$ cat config.mk
export PLATFORM = sky130hd
export DESIGN_NAME = fplc_core
export DESIGN_NICKNAME = d
export VERILOG_FILES = /design/src/common/fplc_pkg.sv /design/src/core/fplc_core.sv
export SDC_FILE = /design/constraint.sdc
export NUM_CORES = 1
export LEC_CHECK = 0
export BUFFER_PORTS_ARGS = -buffer_cell sky130_fd_sc_hd__buf_2
export CAP_MARGIN = 10
export CORE_MARGIN = 2
export CORE_UTILIZATION = 30
export CTS_CLUSTER_SIZE = 14
export DETAILED_ROUTE_END_ITERATION = 8
export HOLD_SLACK_MARGIN = 0.12
export PLACE_DENSITY_LB_ADDON = 0.05
export SLEW_MARGIN = 20
export SYNTH_ARGS = -nofsm -noshare
export SYNTH_HDL_FRONTEND = slang
export SYNTH_SLANG_ARGS = --single-unit
$ cat constraint.sdc
create_clock -name core_clk -period 7 [get_ports core_clk]
set_input_delay 1.4 -clock core_clk [delete_from_list [all_inputs] [get_ports core_clk]]
set_output_delay 1.4 -clock core_clk [all_outputs]
set_load 0.05 [all_outputs]
$ cat src/common/fplc_pkg.sv
// Constants for the fan duty, PWM frequency and temperature table block.
// What this block does
// RQ1 - Duty reads table result unless direct-write
// RQ2 - Direct-write makes duty writable, drives fan
// RQ3 - Duty reads zero during spin-up
// RQ4 - Unused upper bits ignore writes, read zero
// RQ5 - Fan frequency is master clock over 2n
// RQ6 - Select bit picks 360 kHz or 1.4 kHz
// RQ7 - Divisor zero behaves as divisor one
// RQ8 - Offset added to every table threshold
// RQ9 - Offset unsigned, 1 degree steps, max 63
// RQ10 - Hysteresis 5 bits, 1 degree per count
// RQ11 - Hysteresis reset conflict resolved to 0x04
// RQ12 - Temperature above threshold selects paired duty
// RQ13 - Keep step until below threshold minus hysteresis
package fplc_pkg;
   // -------------------------------------------------------------
   // Register offsets
   // -------------------------------------------------------------
   localparam logic [7:0] FAN_DUTY_VALUE_OFS = 8'h4C;
   localparam logic [7:0] FAN_OUTPUT_FREQUENCY_OFS = 8'h4D;
   localparam logic [7:0] TABLE_TEMPERATURE_OFFSET_OFS = 8'h4E;
   localparam logic [7:0] TABLE_HYSTERESIS_OFS = 8'h4F;
   // -------------------------------------------------------------
   // Field widths and reset values
   // -------------------------------------------------------------
   localparam int DUTY_W = 6;
   localparam int DIV_W = 5;
   localparam int OFS_W = 6;
   localparam int HYST_W = 5;
   localparam int TEMP_W = 8;
   localparam int ENTRY_T_W = 7;
   localparam int ENTRIES = 12;
   localparam int LVL_W = 4;
   localparam logic [5:0] DUTY_RST = 6'h00;
   localparam logic [4:0] DIV_RST = 5'h17;
   localparam logic [5:0] OFS_RST = 6'h00;
   localparam logic [4:0] HYST_RST = 5'h04;
   // -------------------------------------------------------------
   // Timing
   // -------------------------------------------------------------
   localparam int CORE_CLK_HZ = 200_000_000;
   localparam int PWM_MCLK_HIGH_HZ = 360_000;
   localparam int PWM_MCLK_LOW_HZ = 1_400;
   localparam int MCLK_HIGH_CYC = CORE_CLK_HZ / PWM_MCLK_HIGH_HZ;
   localparam int MCLK_LOW_CYC = CORE_CLK_HZ / PWM_MCLK_LOW_HZ;
   localparam int MCLK_CNT_W = 18;
endpackage : fplc_pkg

$ cat src/core/fplc_core.sv
// Fan duty value, PWM divider and temperature table stepping logic.
`timescale 1ns/10ps
`default_nettype none
module fplc_core #(
   parameter int MCLK_LOW_CYC_P = fplc_pkg::MCLK_LOW_CYC
) (
   input wire logic core_clk,
   input wire logic sys_rst,
   input wire logic [7:0] reg_addr,
   input wire logic reg_wr_en,
   input wire logic [7:0] reg_wr_data,
   input wire logic reg_rd_en,
   output logic [7:0] reg_rd_data,
   input wire logic direct_write_en,
   input wire logic mclk_select_low,
   input wire logic spinup_active,
   input wire logic [fplc_pkg::TEMP_W-1:0] remote_temp,
   input wire logic [fplc_pkg::ENTRIES*fplc_pkg::ENTRY_T_W-1:0] table_temp_flat,
   input wire logic [fplc_pkg::ENTRIES*fplc_pkg::DUTY_W-1:0] table_duty_flat,
   input wire logic fan_pwm_in,
   output logic fan_pwm_out,
   output logic fan_pwm_oe
);
   import fplc_pkg::*;

   function automatic logic hit(input logic [7:0] a, input logic [7:0] ofs);
      hit = (a == ofs);
   endfunction : hit

   logic [DUTY_W-1:0] duty_man_q;
   logic [DIV_W-1:0] div_q;
   logic [OFS_W-1:0] ofs_q;
   logic [HYST_W-1:0] hyst_q;
   logic [7:0] rd_data_q;
   logic [LVL_W-1:0] lvl_q;
   logic [LVL_W-1:0] target;
   logic release_ok;
   logic [DUTY_W-1:0] lut_duty;
   logic [DUTY_W-1:0] act_duty;
   logic [TEMP_W-1:0] thr [ENTRIES];
   logic [ENTRIES-1:0] exceed;
   logic [MCLK_CNT_W-1:0] mclk_cnt_q;
   logic [MCLK_CNT_W-1:0] mclk_lim;
   logic mtick;
   logic [5:0] phase_q;
   logic [5:0] period;
   logic [11:0] high_lim;
   logic oe_q;
   logic pin_out_q;
   logic wr_duty;

   assign reg_rd_data = rd_data_q;
   assign fan_pwm_out = pin_out_q;
   assign fan_pwm_oe = oe_q;

   // -------------------------------------------------------------
   // Register writes
   // -------------------------------------------------------------
   assign wr_duty = reg_wr_en && direct_write_en && hit(reg_addr, FAN_DUTY_VALUE_OFS);

   always_ff @(posedge core_clk) begin
      if (sys_rst) begin
         duty_man_q <= DUTY_RST;
      end else if (wr_duty) begin
         duty_man_q <= reg_wr_data[DUTY_W-1:0]; // [RQ2]
      end
   end

   // Only the low field bits are stored, so upper bits drop writes.
   always_ff @(posedge core_clk) begin
      if (sys_rst) begin
         div_q <= DIV_RST;
         ofs_q <= OFS_RST;
         hyst_q <= HYST_RST; // [RQ11]
      end else if (reg_wr_en) begin
         if (hit(reg_addr, FAN_OUTPUT_FREQUENCY_OFS)) begin
            div_q <= reg_wr_data[DIV_W-1:0]; // [RQ4]
         end
         if (hit(reg_addr, TABLE_TEMPERATURE_OFFSET_OFS)) begin
            ofs_q <= reg_wr_data[OFS_W-1:0]; // [RQ4] [RQ9]
         end
         if (hit(reg_addr, TABLE_HYSTERESIS_OFS)) begin
            hyst_q <= reg_wr_data[HYST_W-1:0]; // [RQ4] [RQ10]
         end
      end
   end

   // -------------------------------------------------------------
   // Register reads
   // -------------------------------------------------------------
   always_ff @(posedge core_clk) begin
      if (sys_rst) begin
         rd_data_q <= 8'h00;
      end else if (reg_rd_en) begin
         if (hit(reg_addr, FAN_DUTY_VALUE_OFS)) begin
            rd_data_q <= spinup_active ? 8'h00 : {2'h0, act_duty}; // [RQ1] [RQ3]
         end else if (hit(reg_addr, FAN_OUTPUT_FREQUENCY_OFS)) begin
            rd_data_q <= {3'h0, div_q}; // [RQ4]
         end else if (hit(reg_addr, TABLE_TEMPERATURE_OFFSET_OFS)) begin
            rd_data_q <= {2'h0, ofs_q}; // [RQ4]
         end else if (hit(reg_addr, TABLE_HYSTERESIS_OFS)) begin
            rd_data_q <= {3'h0, hyst_q}; // [RQ4]
         end else begin
            rd_data_q <= 8'h00;
         end
      end
   end

   // -------------------------------------------------------------
   // Temperature table stepping
   // -------------------------------------------------------------
   genvar gi;
   generate
      for (gi = 0; gi < ENTRIES; gi++) begin : g_thr
         assign thr[gi] = {1'b0, table_temp_flat[gi*ENTRY_T_W +: ENTRY_T_W]}
                          + {2'h0, ofs_q}; // [RQ8]
         assign exceed[gi] = remote_temp > thr[gi]; // [RQ12]
      end
   endgenerate

   // Level 0 means no entry exceeded; level k means entry k-1.
   always_comb begin
      target = '0;
      for (int i = 0; i < ENTRIES; i++) begin
         if (exceed[i]) begin
            target = LVL_W'(i + 1);
         end
      end
   end

   // The level only falls once the temperature clears the band below its entry.
   always_comb begin
      release_ok = 1'b1;
      lut_duty = '0;
      if (lvl_q != '0) begin
         release_ok = ({1'b0, remote_temp} + {4'h0, hyst_q})
                      < {1'b0, thr[lvl_q - 1'b1]}; // [RQ13] [RQ10]
         lut_duty = table_duty_flat[(lvl_q - 1'b1)*DUTY_W +: DUTY_W]; // [RQ12]
      end
   end

   always_ff @(posedge core_clk) begin
      if (sys_rst) begin
         lvl_q <= '0;
      end else if (target > lvl_q) begin
         lvl_q <= target; // [RQ12]
      end else if (target < lvl_q && release_ok) begin
         lvl_q <= target; // [RQ13]
      end
   end

   assign act_duty = direct_write_en ? duty_man_q : lut_duty; // [RQ1] [RQ2]

   // -------------------------------------------------------------
   // Master clock and PWM output
   // -------------------------------------------------------------
   assign mclk_lim = mclk_select_low ? MCLK_CNT_W'(MCLK_LOW_CYC_P - 1)
                                     : MCLK_CNT_W'(MCLK_HIGH_CYC - 1); // [RQ6]
   assign mtick = (mclk_cnt_q >= mclk_lim);
   assign period = (div_q == '0) ? 6'h02 : {div_q, 1'b0}; // [RQ5] [RQ7]
   // Both factors are widened first so the product keeps all twelve bits.
   assign high_lim = 12'(act_duty) * 12'(period);

   always_ff @(posedge core_clk) begin
      if (sys_rst) begin
         mclk_cnt_q <= '0;
      end else if (mtick) begin
         mclk_cnt_q <= '0; // [RQ6]
      end else begin
         mclk_cnt_q <= mclk_cnt_q + 1'b1;
      end
   end

   always_ff @(posedge core_clk) begin
      if (sys_rst) begin
         phase_q <= '0;
      end else if (mtick) begin
         phase_q <= (phase_q >= period - 1'b1) ? 6'h00 : phase_q + 1'b1; // [RQ5]
      end
   end

   // The pin is released while the duty is high and pulled low otherwise.
   always_ff @(posedge core_clk) begin
      if (sys_rst) begin
         oe_q <= 1'b1;
         pin_out_q <= 1'b0;
      end else begin
         oe_q <= !({phase_q, 6'h00} < high_lim); // [RQ5]
         pin_out_q <= 1'b0;
      end
   end
endmodule : fplc_core
`default_nettype wire

==> metrics.txt <==
# TYPE chip_impl_metric gauge
chip_impl_info{name="status",value="completed"} 1
chip_impl_metric{name="clock.fmax",unit="MHz"} 150
chip_impl_metric{name="max_cap_violations",unit=""} 0
chip_impl_metric{name="placed_cell_area",unit="mm²"} 0.0140
chip_impl_metric{name="swShare",unit="%"} 46.8
chip_impl_metric{name="grtUsageMet2",unit="%"} 34.2
chip_impl_metric{name="wirelength",unit="mm"} 40.9
chip_impl_info{name="synth_top_flop_cell",value="sky130_fd_sc_hd__dfxtp_1"} 1
chip_impl_metric{name="max_stage_delay",unit="ns"} 0.55
chip_impl_metric{name="syn-mean-instance-area",unit="µm²"} 8.73
chip_impl_metric{name="synth_enable_flop_cells",unit=""} 0
chip_impl_metric{name="grt.overflow.total",unit=""} 0
chip_impl_metric{name="die-width",unit="µm"} 205
chip_impl_metric{name="worstHoldPathCells",unit=""} 1
chip_impl_metric{name="multi_input_comb_area",unit="mm²"} 0.0107
chip_impl_metric{name="final.min_clock_period",unit="ns"} 6.66
chip_impl_metric{name="switching_power",unit="mW"} 1.63
chip_impl_metric{name="max-vdd-ir-drop",unit="µV"} 195
chip_impl_metric{name="seq_area",unit="mm²"} 0.00115
chip_impl_info{name="crit_path_end_kind",value="flip-flop"} 1
chip_impl_metric{name="crit_arrival",unit="ns"} 6.94
chip_impl_metric{name="finalWorstSetupSlack",unit="ns"} 0.336
chip_impl_metric{name="post-layout-total-power",unit="mW"} 3.48
chip_impl_metric{name="clk_latency",unit="ns"} 0.33
chip_impl_metric{name="die_height",unit="µm"} 205
chip_impl_metric{name="yosysWarningCount",unit=""} 0
chip_impl_info{name="r2r-start",value="lvl_q[0]"} 1
chip_impl_metric{name="ctsLongestPathBuffers",unit=""} 2
chip_impl_metric{name="drt_iter0_drc",unit=""} 544
chip_impl_metric{name="layout.nets",unit=""} 2042
chip_impl_info{name="most_frequent_cell_on_the_critical_path",value="sky130_fd_sc_hd__fa_1"} 1
chip_impl_info{name="slowest_stage",value="sky130_fd_sc_hd__fa_1"} 1
chip_impl_metric{name="total_of_endpoints_with_negative_setup_slack_in_the_final_report",unit=""} 0
chip_impl_metric{name="drive_above_1_share",unit="%"} 24.2
chip_impl_metric{name="postSynthCellCount",unit=""} 1386
chip_impl_metric{name="detailedPlacementHpwl",unit="mm"} 34.0
chip_impl_metric{name="finalHoldWorstSlack",unit="ns"} 0.476
chip_impl_metric{name="first_global_vias",unit=""} 11213
chip_impl_metric{name="grt_pass1_wl",unit="mm"} 63.9
chip_impl_metric{name="final_period_util",unit="%"} 95.2
chip_impl_metric{name="internal_power_contribution",unit="mW"} 1.85
chip_impl_metric{name="worst_ep_required_time",unit="ns"} 7.27
chip_impl_metric{name="gp_congestion",unit=""} 0.838
chip_impl_metric{name="global_route.usage.met3",unit="%"} 1.67
chip_impl_metric{name="hold_buffer_count_at_cts",unit=""} 0
chip_impl_metric{name="synth.distinct_cells",unit=""} 81
chip_impl_metric{name="cts_made_buffers",unit=""} 9
chip_impl_metric{name="sequential_power_share",unit="%"} 9.9
chip_impl_metric{name="tightestPinTransition",unit="ns"} 0.948
chip_impl_metric{name="path_clk_slew",unit="ns"} 0.05
chip_impl_metric{name="avgViaCountPerCell",unit=""} 5.20
chip_impl_metric{name="synth_seq_cells",unit=""} 57
chip_impl_info{name="cp-startpoint",value="lvl_q[0]"} 1
chip_impl_metric{name="worst-r2r-cell-count",unit=""} 29
chip_impl_metric{name="track_usage",unit="%"} 19.7
chip_impl_metric{name="maxSlewHeadroom",unit="%"} 36.6
chip_impl_metric{name="finalMaxSlewViolations",unit=""} 0
chip_impl_metric{name="drt.antenna.violating_nets",unit=""} 0
chip_impl_metric{name="number_of_failing_hold_endpoints_at_the_final_stage",unit=""} 0
chip_impl_metric{name="power.static_leakage",unit="nW"} 6.78
chip_impl_metric{name="rows",unit=""} 73
chip_impl_info{name="setup.worst_path.class",value="flip-flop to flip-flop"} 1
chip_impl_metric{name="fraction_of_power_consumed_by_the_clock_network",unit="%"} 12.1
chip_impl_metric{name="drcViolationCount",unit=""} 0
chip_impl_metric{name="core",unit="mm²"} 0.0397
chip_impl_metric{name="design.die.area",unit="mm²"} 0.0419
chip_impl_metric{name="detailedRoute.firstPassIterationCount",unit=""} 5
chip_impl_info{name="cp-start-kind",value="flip-flop"} 1
chip_impl_metric{name="top_level_ports",unit=""} 198
chip_impl_metric{name="number_of_antenna_violations_at_the_first_check_in_global_routing",unit=""} 0
chip_impl_metric{name="place.detailed.instances",unit=""} 2103
chip_impl_info{name="hold_path_class",value="flip-flop to flip-flop"} 1
chip_impl_metric{name="starting_utilization_of_the_core_area",unit="%"} 30.4
chip_impl_metric{name="syn_to_final_growth",unit="%"} 19.8
chip_impl_info{name="root_buffer",value="sky130_fd_sc_hd__clkbuf_16"} 1
chip_impl_metric{name="p_per_area",unit="mW/mm²"} 240
chip_impl_metric{name="stdcell_count",unit=""} 2128
chip_impl_metric{name="power.combinational.fraction",unit="%"} 78.0
chip_impl_metric{name="ctsHtreeMaxLevel",unit=""} 3
chip_impl_metric{name="clock-skew-final",unit="ns"} 0.00771
chip_impl_metric{name="buffers_on_ports",unit=""} 191
chip_impl_metric{name="place_worst_setup_slack",unit="ns"} -0.0134
chip_impl_metric{name="postSynth.asyncResetShare",unit="%"} 0
chip_impl_metric{name="dr_total_vias",unit=""} 11072
chip_impl_metric{name="yosysSeqAreaShare",unit="%"} 9.43
chip_impl_metric{name="pin_count_of_the_biggest_net_entering_global_routing",unit=""} 64
chip_impl_metric{name="stdcell_area",unit="mm²"} 0.0145
chip_impl_metric{name="setup_total_negative_slack",unit="ns"} 0
chip_impl_info{name="cts_tree",value="yes"} 1
chip_impl_metric{name="use_met1",unit="%"} 26.7
chip_impl_metric{name="final_util",unit="%"} 36.5
chip_impl_metric{name="syn_area",unit="mm²"} 0.0121
chip_impl_metric{name="maximum_fanout_encountered_on_the_critical_timing_path",unit=""} 6
chip_impl_metric{name="routedWlPerCell",unit="µm"} 19.2
chip_impl_info{name="hold_start",value="mclk_cnt_q[0]"} 1
chip_impl_info{name="grt_most_used_layer",value="met2"} 1
chip_impl_metric{name="fillCellCount",unit=""} 4195
chip_impl_metric{name="clock_sinks",unit=""} 57
synth_stat cells (all sizes together), types with 22 or more instances:
library cell | count | area share (%)
a21o | 49 | 3.0
a21oi | 113 | 4.7
buf | 26 | 1.5
clkbuf | 22 | 0.68
dfxtp | 57 | 9.4
fa | 27 | 4.5
ha | 230 | 24
inv | 79 | 2.5
mux2i | 57 | 4.7
mux4 | 55 | 10
nand2 | 59 | 1.8
nand3 | 29 | 1.2
nand4 | 22 | 1.1
nor2 | 132 | 4.1
nor2b | 33 | 1.7
nor3 | 34 | 1.4
o21ai | 50 | 2.1
xnor2 | 51 | 3.8
xor2 | 43 | 3.2
metal layers:
layer  vias to the layer above  wire length [µm]
met5                         -                 0
met4                         0               586
met3                        32              1260
met2                       220             19700
met1                      5224             19400
li1                       5596                 -
layout by cell type, fill, tap and decap left out, types with 18 or more instances in the layout:
master	netlist	routed
sky130_fd_sc_hd__fa_1	27	26
sky130_fd_sc_hd__xnor2_1	50	47
sky130_fd_sc_hd__o21bai_1	19	19
sky130_fd_sc_hd__buf_4	11	51
sky130_fd_sc_hd__xor2_1	41	40
sky130_fd_sc_hd__nor2_1	132	131
sky130_fd_sc_hd__nor3_1	34	33
sky130_fd_sc_hd__nand4_1	22	22
sky130_fd_sc_hd__o21ai_0	49	47
sky130_fd_sc_hd__mux4_2	55	55
sky130_fd_sc_hd__nand2_1	59	58
sky130_fd_sc_hd__dfxtp_1	57	54
sky130_fd_sc_hd__nand3_1	29	29
sky130_fd_sc_hd__nor2b_1	33	30
sky130_fd_sc_hd__mux2i_1	57	56
sky130_fd_sc_hd__nand2b_1	19	18
sky130_fd_sc_hd__a21o_1	49	49
sky130_fd_sc_hd__buf_2	8	191
sky130_fd_sc_hd__ha_1	230	224
sky130_fd_sc_hd__a21oi_1	113	110
sky130_fd_sc_hd__inv_1	77	74
critical path, delay by kind of cell, from the launching register on:
family,cells,cell delay (ns)
xor+xnor,3,0.66
simple gates,5,0.62
mux,1,0.54
fa+ha+maj,7,2.76
flops,1,0.38
compound gates,6,0.78
buf+inv,7,0.86
power by group through the flow:
stage / combinational [mW] / clock (mW) / sequential, mW
after global routing: 3.01 / 0.455 / 0.346
after floorplan: 1.83 / 0 / 0.366
after global placement: 2.54 / 0 / 0.351
after CTS: 2.55 / 0.440 / 0.344
final: 2.71 / 0.421 / 0.345
after detailed placement: 2.54 / 0 / 0.351
final timing paths:
path	end	slack (ns)
min	mclk_cnt_q[0]	0.48
min reg2reg	mclk_cnt_q[0]	0.48
max	fan_pwm_oe	0.34
max reg2reg	fan_pwm_oe	0.34
kinds of logic (layout without fill, tap and decap cells):
group | count (synthesis) | after routing | synth area share (%)
AOI/OAI and AO/OA | 346 | 346 | 19.1
xor gates and xnor gates | 94 | 94 | 7.08
adders and majority gates | 257 | 257 | 28.3
buffers and inverters | 130 | 344 | 4.83
DFF | 57 | 57 | 9.43
muxes | 127 | 127 | 16.4
other | 1 | 4 | 0.0310
and+or+nand+nor | 374 | 374 | 15.0
what timing repair did:
action                     in CTS  in global routing
gates resized for setup         0                 23
setup buffers                   0                  8
setup endpoints to repair       0                  1
state kept, by name, summed over array words and instances, names as in the netlist:
name,count
reg_rd_data,6
hyst_q,5
fan_pwm_oe,1
lvl_q,4
ofs_q,6
duty_man_q,6
mclk_cnt_q,18
phase_q,6
div_q,5
layout make-up:
type / instances / share of cell area [%]
Inverter: 82 / 2.24
Timing Repair Buffer: 246 / 9.72
Sequential cell: 57 / 7.92
Clock buffer: 12 / 1.63
Multi-Input combinational cell: 1201 / 73.6
Clock inverter: 4 / 0.311
Antenna cell: 1 / 0.0173
Tap cell: 525 / 4.53
(Power assumes the default switching activity.)
